**src/ccs_pkg.sv**
```systemverilog
// Package of constants and types for the CAN command and status logic
//
// What this block does
// - Abort cancels only a send not started
// - Writing send request zero never cancels it
// - Send plus abort sends once, no retry
// - Loopback plus abort sends once, no retry
// - All three together act as single shot
// - Request flag clears when transmit activity sets
// - Send plus loopback without abort ignores loopback
// - Status bit 7 shows bus off
// - Status bit 6 shows counter at warning limit
// - Bits 5 and 4 show transmit, receive activity
// - Bit 3 clears on request, sets on success
// - Bit 2 shows buffer free; locked writes dropped
// - Bit 1 sticky overrun until clear command
// - Bit 0 set while a frame is queued
// - Transmit counter overflow enters bus off, halt
// - Recovery counts 128 bus free, then clears
// - Receive counter readable during recovery
// - Errors update counters; warning change raises event
// - Bus free is eleven recessive bits
package ccs_pkg;
    // ==========================================
    // Register byte addresses
    localparam logic [7:0] CCS_IDX_MODE = 8'h00;
    localparam logic [7:0] CCS_IDX_CMD = 8'h01;
    localparam logic [7:0] CCS_IDX_STATUS = 8'h02;
    localparam logic [7:0] CCS_ADR_MODE = 8'(CCS_IDX_MODE * 4);
    localparam logic [7:0] CCS_ADR_CMD = 8'(CCS_IDX_CMD * 4);
    localparam logic [7:0] CCS_ADR_STATUS = 8'(CCS_IDX_STATUS * 4);
    localparam logic [7:0] CCS_ADR_EVT_EN = 8'h10;
    localparam logic [7:0] CCS_ADR_RX_ERR = 8'h14;
    localparam logic [7:0] CCS_ADR_TX_ERR = 8'h18;
    // ==========================================
    // Command field positions
    localparam int CCS_CMD_SEND = 0;
    localparam int CCS_CMD_CANCEL = 1;
    localparam int CCS_CMD_RELEASE = 2;
    localparam int CCS_CMD_CLR_OVR = 3;
    localparam int CCS_CMD_LOOP = 4;
    // Mode and event enable field positions
    localparam int CCS_MODE_HALT = 0;
    localparam int CCS_EN_ERR = 0;
    localparam int CCS_EN_BUS_ERR = 1;
    // ==========================================
    // Reset values and protocol counts
    localparam logic CCS_RST_HALT = 1'b1;
    localparam logic [1:0] CCS_RST_EVT_EN = 2'h0;
    localparam int CCS_FREE_BITS = 11;
    localparam int CCS_RECOVER_CNT = 128;
    localparam logic [8:0] CCS_WARN_LIMIT = 9'h060;
    localparam logic [8:0] CCS_REC_BUSOFF = 9'h07F;
    localparam logic [8:0] CCS_TX_ERR_STEP = 9'h008;
    // ==========================================
    // Status flags as seen at the status register
    typedef struct packed {
        logic bus_off_flag;
        logic error_warning_flag;
        logic tx_active_flag;
        logic rx_active_flag;
        logic tx_complete_flag;
        logic tx_buffer_free_flag;
        logic rx_overrun_flag;
        logic rx_frame_present_flag;
    } ccs_status_t;
    // Transmit request sequencer states
    typedef enum logic [1:0] {
        CCS_TX_IDLE = 2'b00,
        CCS_TX_PEND = 2'b01,
        CCS_TX_SEND = 2'b10
    } ccs_tx_state_t;
endpackage

```
**src/ccs_bus_free.sv**
```systemverilog
// Detector of bus free sequences of recessive bits
`timescale 1ns/100ps
module ccs_bus_free
    import ccs_pkg::*;
#(
    parameter int FREE_BITS = CCS_FREE_BITS
)
(
    input wire logic clk_i,
    input wire logic rst_b_i,
    input wire logic bit_tick_i,
    input wire logic bus_bit_i,
    output logic free_o
);
    initial if (FREE_BITS < 2 || FREE_BITS > 15) $error("FREE_BITS out of range");
    logic [3:0] run_ff;
    // Counts consecutive recessive bits, pulses on the last one
    always_ff @(posedge clk_i or negedge rst_b_i)
    begin
        if (!rst_b_i)
        begin
            run_ff <= 4'h0;
            free_o <= 1'b0;
        end
        else
        begin
            free_o <= 1'b0;
            if (bit_tick_i)
            begin
                if (!bus_bit_i)
                    run_ff <= 4'h0;
                else if (run_ff == 4'(FREE_BITS - 1))
                begin
                    run_ff <= 4'h0;
                    free_o <= 1'b1;
                end
                else
                    run_ff <= run_ff + 4'h1;
            end
        end
    end
endmodule

```
**src/ccs_err_cnt.sv**
```systemverilog
// Saturating error counter with clear, load, step up and step down
`timescale 1ns/100ps
module ccs_err_cnt #(
    parameter int W = 9
)
(
    input wire logic clk_i,
    input wire logic rst_b_i,
    input wire logic clr_i,
    input wire logic load_i,
    input wire logic [W-1:0] load_val_i,
    input wire logic inc_i,
    input wire logic [W-1:0] step_i,
    input wire logic dec_i,
    output logic [W-1:0] cnt_o
);
    initial if (W < 9) $error("W must hold the bus off limit");
    logic [W:0] sum;
    assign sum = {1'b0, cnt_o} + {1'b0, step_i};
    // Clear beats load beats step up beats step down
    always_ff @(posedge clk_i or negedge rst_b_i)
    begin
        if (!rst_b_i)
            cnt_o <= '0;
        else if (clr_i)
            cnt_o <= '0;
        else if (load_i)
            cnt_o <= load_val_i;
        else if (inc_i)
            cnt_o <= sum[W] ? '1 : sum[W-1:0];
        else if (dec_i && cnt_o != '0)
            cnt_o <= cnt_o - W'(1);
    end
endmodule

```
**src/ccs_top.sv**
```systemverilog
// Command and status logic of the CAN controller with its APB slave
`timescale 1ns/100ps
module ccs_top #(
    parameter int RX_CNT_W = 6
)
(
    input wire logic clk_i,
    input wire logic rst_b_i,
    // APB slave
    input wire logic psel_i,
    input wire logic penable_i,
    input wire logic pwrite_i,
    input wire logic [7:0] paddr_i,
    input wire logic [31:0] pwdata_i,
    output logic [31:0] prdata_o,
    output logic pready_o,
    output logic pslverr_o,
    // Bit engine, same clock
    input wire logic bit_tick_i,
    input wire logic bus_bit_i,
    input wire logic tx_start_i,
    input wire logic tx_ok_i,
    input wire logic tx_err_i,
    input wire logic tx_lost_i,
    input wire logic rx_busy_i,
    input wire logic rx_err_i,
    input wire logic rx_ok_i,
    input wire logic rx_store_i,
    input wire logic rx_lost_i,
    // Host transmit buffer write strobe
    input wire logic txb_wr_i,
    output logic txb_wr_o,
    // Requests toward the bit engine and queue
    output logic send_request_o,
    output logic single_shot_o,
    output logic loopback_o,
    output logic halt_mode_o,
    output logic bus_ready_o,
    output logic release_rx_frame_o,
    // Events toward the interrupt register
    output logic err_evt_o,
    output logic bus_err_evt_o,
    output ccs_pkg::ccs_status_t status_o
);
    import ccs_pkg::*;

    initial if (RX_CNT_W < 1 || RX_CNT_W > 16) $error("RX_CNT_W out of range");

    // ==========================================
    // APB decode
    logic setup_acc;
    logic wr_fire;
    logic cmd_wr;
    logic [31:0] rd_data;
    logic rd_err;
    logic [1:0] evt_en_ff;
    logic [8:0] tec;
    logic [8:0] rec;
    ccs_status_t stat;

    function automatic logic addr_known(input logic [7:0] a);
        return a == CCS_ADR_MODE || a == CCS_ADR_CMD || a == CCS_ADR_STATUS ||
               a == CCS_ADR_EVT_EN || a == CCS_ADR_RX_ERR || a == CCS_ADR_TX_ERR;
    endfunction

    // One wait state: answer is prepared in the first access cycle
    assign setup_acc = psel_i && penable_i && !pready_o;
    assign wr_fire = psel_i && penable_i && pready_o && pwrite_i && addr_known(paddr_i);
    assign cmd_wr = wr_fire && paddr_i == CCS_ADR_CMD;

    // Read multiplexer; command word reads as zero
    always_comb
    begin
        rd_data = 32'h0000_0000;
        rd_err = !addr_known(paddr_i);
        unique case (paddr_i)
            CCS_ADR_MODE: rd_data = {31'h0000_0000, halt_mode_o};
            CCS_ADR_STATUS: rd_data = {24'h00_0000, stat};
            CCS_ADR_EVT_EN: rd_data = {30'h0000_0000, evt_en_ff};
            CCS_ADR_RX_ERR: rd_data = {23'h00_0000, rec};
            CCS_ADR_TX_ERR: rd_data = {23'h00_0000, tec};
            default: rd_data = 32'h0000_0000;
        endcase
    end

    // Bus answer registers
    always_ff @(posedge clk_i or negedge rst_b_i)
    begin
        if (!rst_b_i)
        begin
            pready_o <= 1'b0;
            prdata_o <= 32'h0000_0000;
            pslverr_o <= 1'b0;
        end
        else
        begin
            pready_o <= setup_acc;
            prdata_o <= (setup_acc && !pwrite_i) ? rd_data : 32'h0000_0000;
            pslverr_o <= setup_acc && rd_err;
        end
    end

    // Event enable register; status writes fall through unused
    always_ff @(posedge clk_i or negedge rst_b_i)
    begin
        if (!rst_b_i)
            evt_en_ff <= CCS_RST_EVT_EN;
        else if (wr_fire && paddr_i == CCS_ADR_EVT_EN)
            evt_en_ff <= pwdata_i[1:0];
    end

    // ==========================================
    // Error counters and bus off
    logic bus_free;
    logic bus_off_ff;
    logic going_off;
    logic [7:0] recov_ff;
    logic recov_done;
    logic halt_fall;
    logic halt_q_ff;
    logic wait_free_ff;
    logic count_en;

    ccs_bus_free u_free (
        .clk_i(clk_i),
        .rst_b_i(rst_b_i),
        .bit_tick_i(bit_tick_i),
        .bus_bit_i(bus_bit_i),
        .free_o(bus_free)
    );

    assign count_en = !halt_mode_o && !bus_off_ff;
    assign going_off = count_en && tec >= (9'h100 - CCS_TX_ERR_STEP) && tx_err_i;
    assign recov_done = bus_off_ff && !halt_mode_o && bus_free &&
                        recov_ff == 8'(CCS_RECOVER_CNT - 1);

    // Transmit error counter, protocol steps
    ccs_err_cnt #(.W(9)) u_tec (
        .clk_i(clk_i),
        .rst_b_i(rst_b_i),
        .clr_i(recov_done),
        .load_i(1'b0),
        .load_val_i(9'h000),
        .inc_i(count_en && tx_err_i),
        .step_i(CCS_TX_ERR_STEP),
        .dec_i(count_en && tx_ok_i),
        .cnt_o(tec)
    );

    // Receive error counter; counts down during recovery
    ccs_err_cnt #(.W(9)) u_rec (
        .clk_i(clk_i),
        .rst_b_i(rst_b_i),
        .clr_i(recov_done),
        .load_i(going_off),
        .load_val_i(CCS_REC_BUSOFF),
        .inc_i(count_en && rx_err_i),
        .step_i(9'h001),
        .dec_i((count_en && rx_ok_i) || (bus_off_ff && !halt_mode_o && bus_free)),
        .cnt_o(rec)
    );

    // Bus off flag and recovery count of bus free sequences
    always_ff @(posedge clk_i or negedge rst_b_i)
    begin
        if (!rst_b_i)
        begin
            bus_off_ff <= 1'b0;
            recov_ff <= 8'h00;
        end
        else if (going_off)
        begin
            bus_off_ff <= 1'b1;
            recov_ff <= 8'h00;
        end
        else if (recov_done)
        begin
            bus_off_ff <= 1'b0;
            recov_ff <= 8'h00;
        end
        else if (bus_off_ff && !halt_mode_o && bus_free)
            recov_ff <= recov_ff + 8'h01;
    end

    // Halt mode: set at reset and at bus off, host may clear
    always_ff @(posedge clk_i or negedge rst_b_i)
    begin
        if (!rst_b_i)
            halt_mode_o <= CCS_RST_HALT;
        else if (going_off)
            halt_mode_o <= 1'b1;
        else if (wr_fire && paddr_i == CCS_ADR_MODE)
            halt_mode_o <= pwdata_i[CCS_MODE_HALT];
    end

    // After a plain halt exit one bus free sequence precedes traffic
    assign halt_fall = halt_q_ff && !halt_mode_o;
    always_ff @(posedge clk_i or negedge rst_b_i)
    begin
        if (!rst_b_i)
        begin
            halt_q_ff <= 1'b1;
            wait_free_ff <= 1'b1;
            bus_ready_o <= 1'b0;
        end
        else
        begin
            halt_q_ff <= halt_mode_o;
            if (halt_mode_o || halt_fall)
                wait_free_ff <= 1'b1;
            else if (bus_free)
                wait_free_ff <= 1'b0;
            bus_ready_o <= !halt_mode_o && !bus_off_ff && !wait_free_ff;
        end
    end

    // ==========================================
    // Transmit request sequencer
    ccs_tx_state_t tx_st_ff;
    ccs_tx_state_t nxt_tx_st;
    logic req_send;
    logic req_loop;
    logic req_cancel;
    logic cancel_ff;
    logic tx_abandon;

    assign req_send = cmd_wr && pwdata_i[CCS_CMD_SEND];
    assign req_loop = cmd_wr && pwdata_i[CCS_CMD_LOOP];
    assign req_cancel = cmd_wr && pwdata_i[CCS_CMD_CANCEL];
    assign tx_abandon = halt_mode_o || bus_off_ff;

    // Next state of the sequencer
    always_comb
    begin
        nxt_tx_st = tx_st_ff;
        unique case (tx_st_ff)
            CCS_TX_IDLE:
                if (!tx_abandon && (req_send || req_loop))
                    nxt_tx_st = CCS_TX_PEND;
            CCS_TX_PEND:
                if (tx_abandon || (req_cancel && !tx_start_i))
                    nxt_tx_st = CCS_TX_IDLE;
                else if (tx_start_i)
                    nxt_tx_st = CCS_TX_SEND;
            CCS_TX_SEND:
                if (tx_abandon || going_off || tx_ok_i)
                    nxt_tx_st = CCS_TX_IDLE;
                else if (tx_err_i || tx_lost_i)
                    nxt_tx_st = (single_shot_o || cancel_ff) ? CCS_TX_IDLE : CCS_TX_PEND;
            default: nxt_tx_st = CCS_TX_IDLE;
        endcase
    end

    always_ff @(posedge clk_i or negedge rst_b_i)
    begin
        if (!rst_b_i)
            tx_st_ff <= CCS_TX_IDLE;
        else
            tx_st_ff <= nxt_tx_st;
    end

    // Mode of the request, latched when it is accepted
    always_ff @(posedge clk_i or negedge rst_b_i)
    begin
        if (!rst_b_i)
        begin
            single_shot_o <= 1'b0;
            loopback_o <= 1'b0;
        end
        else if (tx_st_ff == CCS_TX_IDLE && nxt_tx_st == CCS_TX_PEND)
        begin
            single_shot_o <= req_cancel;
            loopback_o <= req_loop && !req_send;
        end
    end

    // Abort during a running frame, before the cycle of its error report, stops any retry afterwards
    always_ff @(posedge clk_i or negedge rst_b_i)
    begin
        if (!rst_b_i)
            cancel_ff <= 1'b0;
        else if (nxt_tx_st == CCS_TX_IDLE)
            cancel_ff <= 1'b0;
        else if (tx_st_ff == CCS_TX_SEND && req_cancel)
            cancel_ff <= 1'b1;
    end

    // Request flag: a zero write never clears it, frame start does
    always_ff @(posedge clk_i or negedge rst_b_i)
    begin
        if (!rst_b_i)
            send_request_o <= 1'b0;
        else
            send_request_o <= nxt_tx_st == CCS_TX_PEND && !tx_start_i;
    end

    // ==========================================
    // Status flags
    logic [RX_CNT_W-1:0] rx_frames_ff;
    logic release_cmd;
    logic warn_now;

    assign release_cmd = cmd_wr && pwdata_i[CCS_CMD_RELEASE];
    assign warn_now = tec >= CCS_WARN_LIMIT || rec >= CCS_WARN_LIMIT;

    // Frames held in the receive queue
    always_ff @(posedge clk_i or negedge rst_b_i)
    begin
        if (!rst_b_i)
            rx_frames_ff <= '0;
        else if (rx_store_i && !(release_cmd && rx_frames_ff != '0))
            rx_frames_ff <= (&rx_frames_ff) ? rx_frames_ff : rx_frames_ff + RX_CNT_W'(1);
        else if (!rx_store_i && release_cmd && rx_frames_ff != '0)
            rx_frames_ff <= rx_frames_ff - RX_CNT_W'(1);
    end

    // Status register flags; only hardware writes them
    always_ff @(posedge clk_i or negedge rst_b_i)
    begin
        if (!rst_b_i)
            stat <= 8'h04;
        else
        begin
            stat.bus_off_flag <= going_off || (bus_off_ff && !recov_done);
            stat.error_warning_flag <= !recov_done && (warn_now || going_off);
            stat.tx_active_flag <= nxt_tx_st == CCS_TX_SEND;
            stat.rx_active_flag <= rx_busy_i;
            if (tx_st_ff == CCS_TX_IDLE && nxt_tx_st == CCS_TX_PEND)
                stat.tx_complete_flag <= 1'b0;
            else if (tx_st_ff == CCS_TX_SEND && tx_ok_i)
                stat.tx_complete_flag <= 1'b1;
            stat.tx_buffer_free_flag <= nxt_tx_st == CCS_TX_IDLE;
            if (rx_lost_i)
                stat.rx_overrun_flag <= 1'b1;
            else if (cmd_wr && pwdata_i[CCS_CMD_CLR_OVR])
                stat.rx_overrun_flag <= 1'b0;
            stat.rx_frame_present_flag <= rx_store_i || (rx_frames_ff != '0 &&
                !(release_cmd && rx_frames_ff == RX_CNT_W'(1)));
        end
    end

    // Buffer writes pass only while the buffer is free
    always_ff @(posedge clk_i or negedge rst_b_i)
    begin
        if (!rst_b_i)
            txb_wr_o <= 1'b0;
        else
            txb_wr_o <= txb_wr_i && stat.tx_buffer_free_flag;
    end

    // ==========================================
    // Events, pulses, status copy
    always_ff @(posedge clk_i or negedge rst_b_i)
    begin
        if (!rst_b_i)
        begin
            err_evt_o <= 1'b0;
            bus_err_evt_o <= 1'b0;
            release_rx_frame_o <= 1'b0;
            status_o <= 8'h04;
        end
        else
        begin
            err_evt_o <= evt_en_ff[CCS_EN_ERR] && (going_off || recov_done ||
                (count_en && warn_now != stat.error_warning_flag));
            bus_err_evt_o <= evt_en_ff[CCS_EN_BUS_ERR] && going_off;
            release_rx_frame_o <= release_cmd;
            status_o <= stat;
        end
    end

    // ==========================================
    // Checks
    a_off_forces_halt: assert property (@(posedge clk_i) disable iff (!rst_b_i)
        going_off |=> halt_mode_o && bus_off_ff && rec == CCS_REC_BUSOFF)
        else $error("bus off did not force halt and counter load");
    a_cancel_pending: assert property (@(posedge clk_i) disable iff (!rst_b_i)
        (tx_st_ff == CCS_TX_PEND && req_cancel && !tx_start_i) |=> tx_st_ff == CCS_TX_IDLE)
        else $error("abort left a pending send");
    a_run_not_cut: assert property (@(posedge clk_i) disable iff (!rst_b_i)
        (tx_st_ff == CCS_TX_SEND && req_cancel && !tx_ok_i && !tx_err_i && !tx_lost_i && !tx_abandon)
        |=> tx_st_ff == CCS_TX_SEND)
        else $error("abort stopped a running frame");
    a_zero_keeps_req: assert property (@(posedge clk_i) disable iff (!rst_b_i)
        (tx_st_ff == CCS_TX_PEND && cmd_wr && !pwdata_i[CCS_CMD_CANCEL] && !tx_start_i && !tx_abandon)
        |=> send_request_o)
        else $error("request lost without abort");
    a_single_no_retry: assert property (@(posedge clk_i) disable iff (!rst_b_i)
        (tx_st_ff == CCS_TX_SEND && single_shot_o && (tx_err_i || tx_lost_i))
        |=> tx_st_ff == CCS_TX_IDLE)
        else $error("single shot frame retried");
    a_req_clears: assert property (@(posedge clk_i) disable iff (!rst_b_i)
        stat.tx_active_flag |-> !send_request_o)
        else $error("request flag set while transmitting");
    a_loop_ignored: assert property (@(posedge clk_i) disable iff (!rst_b_i)
        (tx_st_ff == CCS_TX_IDLE && !tx_abandon && req_send && req_loop && !req_cancel)
        |=> !loopback_o && !single_shot_o)
        else $error("loopback kept with send request");
    a_done_sets: assert property (@(posedge clk_i) disable iff (!rst_b_i)
        (tx_st_ff == CCS_TX_SEND && tx_ok_i) |=> stat.tx_complete_flag ##1 status_o.tx_complete_flag)
        else $error("completion flag not set");
    a_overrun_holds: assert property (@(posedge clk_i) disable iff (!rst_b_i)
        (stat.rx_overrun_flag && !(cmd_wr && pwdata_i[CCS_CMD_CLR_OVR])) |=> stat.rx_overrun_flag)
        else $error("overrun flag dropped without clear");
    a_warn_level: assert property (@(posedge clk_i) disable iff (!rst_b_i)
        (warn_now && !recov_done) |=> stat.error_warning_flag)
        else $error("warning flag missing");
    a_locked_drop: assert property (@(posedge clk_i) disable iff (!rst_b_i)
        (txb_wr_i && !stat.tx_buffer_free_flag) |=> !txb_wr_o)
        else $error("buffer write passed while locked");
endmodule

```
**config.mk**
```make
export PLATFORM = sky130hd
export DESIGN_NAME = ccs_top
export DESIGN_NICKNAME = d
export VERILOG_FILES = /design/src/ccs_pkg.sv /design/src/ccs_bus_free.sv /design/src/ccs_err_cnt.sv /design/src/ccs_top.sv
export SDC_FILE = /design/constraint.sdc
export NUM_CORES = 1
export LEC_CHECK = 0
export BUFFER_PORTS_ARGS = -buffer_cell sky130_fd_sc_hd__buf_2
export CAP_MARGIN = 40
export CELL_PAD_IN_SITES_DETAIL_PLACEMENT = 0
export CELL_PAD_IN_SITES_GLOBAL_PLACEMENT = 1
export CORE_UTILIZATION = 37
export CTS_CLUSTER_SIZE = 25
export DETAILED_ROUTE_END_ITERATION = 8
export GPL_TIMING_DRIVEN = 0
export PLACE_DENSITY_LB_ADDON = 0.1
export SLEW_MARGIN = 20
export SYNTH_ARGS = -nofsm -noshare
export SYNTH_HDL_FRONTEND = slang
export SYNTH_SLANG_ARGS = --single-unit
```
**constraint.sdc**
```tcl
create_clock -name clk_i -period 2.2 [get_ports clk_i]
set_clock_uncertainty 0.2 [all_clocks]
set_input_delay 0.44 -clock clk_i [delete_from_list [all_inputs] [get_ports clk_i]]
set_output_delay 0.44 -clock clk_i [all_outputs]
set_load 0.01 [all_outputs]
```
=== Word level (Yosys, flattened, before mapping) ===
Index checks and enable logic that the tools add are counted.

* Register bits after elaboration: 104
* Input port bits: 57
* Output and inout bits: 51
* Logic and storage cells: 205

* $add $sub $neg: 8
* $lt $le $gt $ge: 3
* Equal/unequal tests: 14
* Muxes and demuxes: 41
* Reduce and logical (&&, ||, !) cells: 99

{| class="wikitable"
|+ Operator list
! cell !! number
|-
| $mux 9 || 9
|-
| $logic_and 1x1->1 || 48
|-
| $pmux 9 s5 || 1
|-
| $mux 32 || 1
|-
| $eq 8x5->1 const B || 3
|-
| $mux 8 || 3
|-
| $logic_or 1x1->1 || 20
|-
| $ge 9x7->1 const B || 2
|-
| $mux 6 || 3
|-
| $reduce_bool 9->1 || 2
|-
| $sub 9x1->9 const B || 2
|-
| $mux 1 || 16
|-
| $reduce_bool 2->1 || 7
|-
| $logic_not 1->1 || 13
|-
| $add 9x1->10 const B || 1
|-
| $add 9x4->10 const B || 1
|-
| $mux 2 || 5
|-
| $ge 9x8->1 const B || 1
|-
| $add 8x1->8 const B || 1
|-
| $eq 8x3->1 const B || 1
|-
| $eq 8x4->1 const B || 1
|-
| $eq 8x7->1 const B || 1
|-
| $logic_not 8->1 || 1
|-
| $mux 4 || 2
|-
| 16 further kinds || 20
|}

=== Longest topological paths before layout ===
Gate-level depths: netlist of the first run.

* Depth after elaboration: 16
* Depth in mapped cells: 9
* Mapped depth without buffers: 7

=== Modules after synthesis ===
A second synthesis of the first run with hierarchy kept.

* Cell total of the unflattened synthesis: 571
* Area, all modules: 5368.9 µm²

{| class="wikitable"
|+ Modules (own cells, without submodules)
! module !! times used !! cells each !! area each (µm²) !! seq. area each (µm²)
|-
| ccs_top || 1 || 287 || 2944.1 || 1457.6
|-
| ccs_err_cnt at u_tec || 1 || 135 || 1127.3 || 225.2
|-
| ccs_err_cnt at u_rec || 1 || 126 || 1042.2 || 225.2
|-
| ccs_bus_free || 1 || 23 || 255.2 || 125.1
|}

=== Worst setup path before layout of the first run ===
No wires, ideal clock.

* Path kind: input -> register
* Start point: input port paddr_i[1]
* End point: register stat[0] (netlist name)
* Setup time: 139 ps
* Data arrival time: 1933 ps
* Required time: 1861 ps
* Setup slack: -72 ps
* Stages: 4
* Path buffers: 0
* Cell sequence: or4b_4 > nor4_4 > a21oi_1 > or4_1

* Cells in the longest elaborated chain, start to end: 13
* Elaborated cells between the ends (all ways): 18
* Classes of those cells: 5 x eq/ne; 13 x reduce/logical

{| class="wikitable"
|+ RTL lines
! element !! RTL line !! RTL
|-
| start: declaration || ccs_top.sv:13 || <nowiki>input wire logic [7:0] paddr_i,</nowiki>
|-
| $eq 8x3->1 / $logic_not 8->1 (equally long branches) || ccs_top.sv:62, ccs_top.sv:69 ||
|-
| $logic_or 1x1->1 (3 in series) || ccs_top.sv:62 || <nowiki>return a == CCS_ADR_MODE || a == CCS_ADR_CMD || a == CCS_ADR_STATUS ||</nowiki>
|-
| $logic_or 1x1->1 (2 in series) || ccs_top.sv:63 || <nowiki>a == CCS_ADR_EVT_EN || a == CCS_ADR_RX_ERR || a == CCS_ADR_TX_ERR;</nowiki>
|-
| $logic_and 1x1->1 || ccs_top.sv:68 || <nowiki>assign wr_fire = psel_i && penable_i && pready_o && pwrite_i && addr_known(paddr_i);</nowiki>
|-
| $logic_and 1x1->1 * || ccs_top.sv:69 || <nowiki>assign cmd_wr = wr_fire && paddr_i == CCS_ADR_CMD;</nowiki>
|-
| $logic_and 1x1->1 * || ccs_top.sv:303 || <nowiki>assign release_cmd = cmd_wr && pwdata_i[CCS_CMD_RELEASE];</nowiki>
|-
| via release_cmd || ccs_top.sv:300 || <nowiki>logic release_cmd;</nowiki>
|-
| $logic_and 1x1->1 * || ccs_top.sv:338 || <nowiki>!(release_cmd && rx_frames_ff == RX_CNT_W'(1)));</nowiki>
|-
| $logic_not 1->1 * || ccs_top.sv:338 ||
|-
| $logic_and 1x1->1 * || ccs_top.sv:337 || <nowiki>stat.rx_frame_present_flag <= rx_store_i || (rx_frames_ff != '0 &&</nowiki>
|-
| $logic_or 1x1->1 * || ccs_top.sv:337 ||
|-
| end: declaration || ccs_top.sv:59 || <nowiki>ccs_status_t stat;</nowiki>
|}

Mark *: on every way through the listed nets, which the timed path passes. The rest lies on a longest branch.
A chain may end at the register's enable or synchronous reset.

=== Worst setup path after layout of the first run ===
* Start point: register rx_frames_ff[3]
* End point: register rx_frames_ff[5]

* Cells in the longest elaborated chain, start to end: 6
* Elaborated cells between the ends (all ways): 14
* Classes of those cells: 2 x add/sub; 1 x eq/ne; 3 x mux; 8 x reduce/logical

{| class="wikitable"
|+ RTL lines
! element !! RTL line !! RTL
|-
| start: declaration || ccs_top.sv:299 || <nowiki>logic [RX_CNT_W-1:0] rx_frames_ff;</nowiki>
|-
| start signal: assignment || ccs_top.sv:312 || <nowiki>rx_frames_ff <= (&rx_frames_ff) ? rx_frames_ff : rx_frames_ff + RX_CNT_W'(1);</nowiki>
|-
| start signal: assignment || ccs_top.sv:314 || <nowiki>rx_frames_ff <= rx_frames_ff - RX_CNT_W'(1);</nowiki>
|-
| branches (longest 6 deep; another with $sub 6x1->6) || - ||
|}

Parallel ways; which one is timed is not known. The select of a mux whose other input is x is not followed.

==> results of run 1 <==
-- worst max-delay path, cell delays in order (launching register included) --
cell       delay [ns]
dfrtp_1          0.43
or3_4            0.40
or3b_4           0.44
a2111oi_4        0.35
a21oi_1          0.09
xnor2_1          0.13
-- state kept, by name, summed over array words and instances (netlist names), 2 cells and up --
signal / count
prdata_o: 9
u_rec.cnt_o: 9
u_tec.cnt_o: 9
recov_ff: 8
stat: 8
status_o: 8
rx_frames_ff: 6
u_free.run_ff: 4
evt_en_ff: 2
tx_st_ff: 2
-- cells in the final DEF (no fill, tap or decap), drive strengths merged, types with 5 or more instances in the layout --
cell type	netlist	layout
a211oi	6	6
a21oi	30	30
a222oi	6	6
a311oi	5	5
a31oi	6	6
and3	10	10
buf	28	110
clkbuf	22	23
conb	1	23
dfrtp	76	76
dfstp	5	5
ha	14	14
inv	21	22
mux2	5	5
mux2i	8	8
nand2	36	36
nand2b	5	5
nand3	16	16
nand4	8	8
nor2	39	39
nor3	14	14
nor3b	6	6
nor4	13	13
o211ai	7	7
o21ai	21	21
or3b	5	5
xnor2	5	5
-- layout make-up --
cell class	count	area share, %
tap	147	3.128
clock buffer	11	3.957
multi-input combinational	354	42.40
buffer	40	4.681
sequential	81	34.64
inverter	21	1.340
clock inverter	5	1.085
timing repair buffer	84	8.766
-- cells by family after synthesis --
family	Yosys count	synth area share [%]
flip-flops	81	44.64
buffers and inverters	71	7.912
adder cells (fa/ha/maj)	14	3.846
AO/OA/AOI/OAI	116	17.42
AND/OR/NAND/NOR	180	21.57
XOR/XNOR	8	1.539
multiplexers	13	2.994
other	1	0.08234
-- metrics by stage --
| step | util (%) | cell area, µm² | power (µW) |
|---|---|---|---|
| 6_report | 48.96 | 5881 | 3878 |
| 5_1_grt | 48.96 | 5881 | 4080 |
| 4_1_cts | 47.26 | 5677 | 3837 |
| 3_5_place_dp | 42.82 | 5144 | 2244 |
| 3_3_place_gp | 42.51 | 5106 | 2229 |
| 2_1_floorplan | - | 4647 | 2068 |
-- power by group --
part | switching [µW] | leakage [µW] | internal, µW
combinational | 321 | 0.00151 | 306
clock | 640 | 0.000140 | 889
sequential | 129 | 0.000957 | 1590
-- path summary, 6_finish.rpt --
path / start / to / slack, ns
setup / recovery: rx_frames_ff[3] / rx_frames_ff[5] / 0.05
hold / removal: rx_lost_i / stat[1] / 0.08
setup reg to reg: rx_frames_ff[3] / rx_frames_ff[5] / 0.05
hold reg to reg: stat[0] / status_o[0] / 0.19
max in group asynchronous: rst_b_i / status_o[2] / 0.71
min in group asynchronous: rst_b_i / u_tec.cnt_o[5] / 0.43
-- metal layers --
layer	vias up	track usage, %	part of all wire (%)	wire length [µm]
met2	106	32.18	48	5760
li1	1951	-	-	-
met5	-	0	0	0
met3	12	5.035	4.8	585
met4	0	5.175	1.1	135
met1	1953	26.89	46	5593
-- what timing repair did --
action	in CTS	in global routing
endpoints found under the hold margin	39	0
hold buffers	2	0
resized for setup	36	40
setup buffers	10	14
pin swaps	4	14
endpoints found under the setup margin	43	33
==> qor.csv, run 1 <==
stage;metric;value;unit
floorplanning;Initial Utilization;37.92;%
sta;TNS Setup;0;ns
logic_synthesis;Seq/Total Area, Yosys;44.64;%
grt;largest net degree at the start of global routing;44;
drt;post-route DRC violation count;0;
worst_setup_path;crit start category;flip-flop;
grt;total track usage;19.98;%
clocking;CTS tree;yes;
logic_synthesis;Avg Cell Area, Syn;9.410;µm²
cells_and_area;Sequential Area;2037;µm²
logic_synthesis;synth unique cells;66;
worst_setup_path;Crit Path Max Fanout;6;
worst_hold_path;Min-Delay Path Class;in -> reg;
worst_setup_path;CP Class;reg -> reg;
floorplanning;Die ar.;12760;µm²
run_status;status;completed;
floorplanning;die width;112.9;µm
cells_and_area;share of cells above drive strength 1;32.38;%
floorplanning;# rows;40;
clocking;Clock transition at path regs;0.06;ns
logic_synthesis;FFs w/ async S/R, synth;100.0;%
sta;Setup Viol. Count Final;0;
clocking;H-tree Lvls;3;
sta;Fmax achieved;465.5;MHz
cells_and_area;area of the multi-input gates;2494;µm²
logic_synthesis;cells after synthesis;484;
sta;Relative slew margins;62.17;%
drt;detailed-route via count;4022;
sta;Max Slew Vio Count;0;
drt;initial DRC count;250;
drt;per-cell routed wire length;16.25;µm
placement;Final GP Congestion;0.8058;
logic_synthesis;#FFs+latches synth;81;
placement;Inst Count DP;711;
cells_and_area;FILL cells;1129;
floorplanning;Core Area;12010;µm²
sta;Fin. Hold Viols;0;
logic_synthesis;Post-Syn Area;4554;µm²
sta;post-route minimum period;2.148;ns
worst_setup_path;R2R cell count;5;
drt;Via density;5.413;
grt;vias in the first global route;3814;
cells_and_area;Diodes inserted;0;
floorplanning;Ports;108;
worst_setup_path;Worst Path Required;2.23;ns
cells_and_area;Total Nets Final;662;
placement;Detailed Place HPWL;8689;µm
logic_synthesis;cell taking the most area after synthesis;dfrtp_1;
logic_synthesis;most common cell in the netlist;dfrtp_1;
drt;Detailed Route WL;12080;µm
grt;initial antenna violation count;0;
logic_synthesis;number of synthesized flops with an enable pin;0;
placement;port buffer count;55;
power_and_ir_drop;Pwr Density;659.4;nW/µm²
grt;first-pass GRT wire length;19820;µm
cells_and_area;synthesis-to-finish area growth;29.12;%
worst_setup_path;critical path endpoint category;flip-flop;
logic_synthesis;Synth Flop Type;dfrtp_1;
sta;Slew @ Worst Pin;0.5622;ns
placement;DP Worst Slack;-0.6318;ns
logic_synthesis;Yosys top cell area share;41.76;%
floorplanning;die height;112.9;µm
power_and_ir_drop;VDD IR max;0.4090;mV
worst_hold_path;hold path cells;2;
logic_synthesis;top post-synthesis cells by count;dfrtp_1 (76), nor2_1 (39), nand2_1 (36);
grt;GRT overflow;0;
clocking;Clock Sinks;81;
worst_setup_path;Critical Path AT;2.17;ns
clocking;Worst-Skew Late Latency;0.34;ns
sta;part of the cycle the worst path needs;97.65;%
logic_synthesis;top cells by area, synth;dfrtp_1 (42%), ha_1 (3.8%), buf_4 (3.8%);
sta;hold_ws;0.07546;ns
sta;Worst Setup Slack, final;0.05176;ns
logic_synthesis;YS warnings;0;
drt;post-route ant nets;0;
drt;drt first pass iters;5;
cells_and_area;Cell Count, Final, Fillers Out;743;
run;Max-Cap Viols;0;
clocking;Root Buffer;clkbuf_16;
power_and_ir_drop;Static Leak;0.002603;µW
clocking;buffer levels on the longest clock path;2;
clocking;total CTS buffers;9;
No activity file was read; power rests on OpenSTA's default activity.
==> run 2, diff against run 1 <==
Settings changed: SETUP_SLACK_MARGIN set to 0.5.
==> qor.csv, run 2 (synthesis gave the netlist of run 1 again) <==
stage;metric;value;unit
grt;total track usage;22.08;%
run;Max-Cap Viols;0;
clocking;buffer levels on the longest clock path;2;
worst_setup_path;Critical-path top delay cell;or3b_4;
placement;port buffer count;55;
clocking;total CTS buffers;9;
cells_and_area;Total Nets Final;735;
cells_and_area;FILL cells;1021;
cells_and_area;synthesis-to-finish area growth;59.84;%
floorplanning;die width;112.9;µm
sta;RSZ-0062 raised after global routing;true;
clocking;Clock transition at path regs;0.06;ns
sta;post-route minimum period;2.087;ns
cells_and_area;share of cells above drive strength 1;49.63;%
sta;Relative slew margins;63.68;%
drt;Detailed Route WL;13720;µm
sta;TNS Setup;0;ns
drt;met1 wire length;6244;µm
clocking;Root Buffer;clkbuf_16;
placement;Detailed Place HPWL;8605;µm
sta;Fin. Hold Viols;0;
grt;vias in the first global route;4229;
drt;DR WL met2;6568;µm
grt;first-pass GRT wire length;21740;µm
floorplanning;Core Area;12010;µm²
run_status;status;completed;
floorplanning;Ports;108;
worst_setup_path;crit start category;flip-flop;
clocking;Worst-Skew Late Latency;0.35;ns
clocking;CTS tree;yes;
grt;GRT overflow;0;
worst_hold_path;startpoint of the worst hold path;rx_lost_i;
sta;Slew @ Worst Pin;0.5448;ns
clocking;H-tree Lvls;3;
drt;initial DRC count;219;
worst_setup_path;Crit Path Max Fanout;6;
cells_and_area;Diodes inserted;0;
sta;hold_ws;0.07299;ns
worst_setup_path;critical path endpoint category;flip-flop;
worst_setup_path;Critical Path AT;2.12;ns
placement;Final GP Congestion;0.8048;
drt;DR WL met3;639;µm
clocking;Clock Sinks;81;
grt;largest net degree at the start of global routing;43;
drt;drt first pass iters;4;
sta;Fmax achieved;479.1;MHz
sta;Max Slew Vio Count;0;
worst_setup_path;crit-path leading delay family;simple AND/OR/NAND/NOR gates;
drt;post-route DRC violation count;0;
power_and_ir_drop;Static Leak;0.003198;µW
drt;detailed-route via count;4388;
drt;post-route ant nets;0;
worst_setup_path;CP Class;reg -> reg;
power_and_ir_drop;VDD IR max;0.3442;mV
floorplanning;Initial Utilization;37.92;%
cells_and_area;biggest regs;prdata_o: 9 flops, u_rec.cnt_o: 9 flops, u_tec.cnt_o: 9 flops;
worst_setup_path;Worst Setup SP;rx_frames_ff[2];
worst_setup_path;Worst R2R Start;rx_frames_ff[2];
floorplanning;die height;112.9;µm
worst_hold_path;Min-Delay Path Class;in -> reg;
grt;initial antenna violation count;0;
floorplanning;# rows;40;
floorplanning;Die ar.;12760;µm²
worst_setup_path;critical path's largest stage delay;0.44;ns
cells_and_area;most common cell after layout, fill and taps aside;buf_4;
sta;part of the cycle the worst path needs;94.87;%
power_and_ir_drop;Pwr Density;539.4;nW/µm²
drt;per-cell routed wire length;16.81;µm
worst_setup_path;critical path cell sequence;clkbuf_8 -> or3_4 -> or3b_4 -> a2111oi_4 -> a21oi_2 -> xnor2_1;
drt;highest metal used;met4;
cells_and_area;commonest cells after routing, fill and taps aside;buf_4 (78), dfrtp_1 (73), buf_2 (51), buf_6 (30), nand2_1 (30);
worst_setup_path;Worst Path Required;2.24;ns
worst_setup_path;buffer and inverter count on the worst path;1;
sta;Setup Viol. Count Final;0;
drt;Via density;5.377;
-- run 2: changes by cell type in the layout (fill, tap and decap cells not counted), moves of 7 or more --
cell / delta
buf_6: +26
a21oi_1: -10
nor2_1: -8
o21ai_0: -11
a21oi_2: +7
clkbuf_8: +8
buf_8: +7
o21ai_1: +7
buf_4: +29
nor2_4: +7
-- run 2: worst paths after layout --
path	end	slack [ns]	depth (start not counted)
worst min register to register	status_o[2]	0.18	0
worst max register to register	rx_frames_ff[5]	0.11	6
max in group asynchronous	halt_mode_o	0.72	3
worst min-delay path	stat[1]	0.07	2
min in group asynchronous	stat[4]	0.42	2
worst max-delay path	rx_frames_ff[5]	0.11	6
-- run 2: timing repair --
| action | 4_1_cts | 5_1_grt |
|---|---|---|
| hold buffers | 2 | 0 |
| endpoints found under the hold margin | 38 | 0 |
| pin swaps | 53 | 39 |
| gates cloned | 3 | 2 |
| buffers inserted | 70 | 14 |
| gates resized for setup | 102 | 77 |
| endpoints found under the setup margin | 56 | 59 |
-- run 2: cell type report --
class,count,area [µm²],share of cell area (%)
timing repair buffer,147,1259,17.29
buffer,50,481.7,6.617
clock buffer,11,242.7,3.334
inverter,21,81.33,1.117
clock inverter,5,31.28,0.4297
multi-input combinational,354,2963,40.70
tap,147,183.9,2.527
sequential,81,2037,27.98
-- run 2: power by group --
part           total, µW  switching, µW  leakage, µW  internal, µW
clock               1420            625     0.000135           791
combinational        811            404      0.00211           407
sequential          1700            106     0.000956          1590
-- run 2: stage by stage --
stage / total power (µW) / cells / utilization, % / setup slack [ns] / cell area, µm²
final: 3927 / 816 / 60.60 / 0.1129 / 7279
after global routing: 4125 / 816 / 60.60 / 0.04984 / 7279
after CTS: 3872 / 800 / 56.91 / 0.09992 / 6835
after detailed placement: 2267 / 709 / 45.43 / -0.3460 / 5456
after global placement: 2250 / 708 / 45.18 / -0.3353 / 5426
after floorplan: 2090 / 506 / - / -0.02383 / 4967
-- run 2: per-layer routing --
metal / track usage [%] / vias to the layer above
met5: 0 / -
li1: - / 2094
met2: 35.14 / 119
met4: 8.246 / 0
met1: 29.67 / 2159
met3: 4.660 / 16
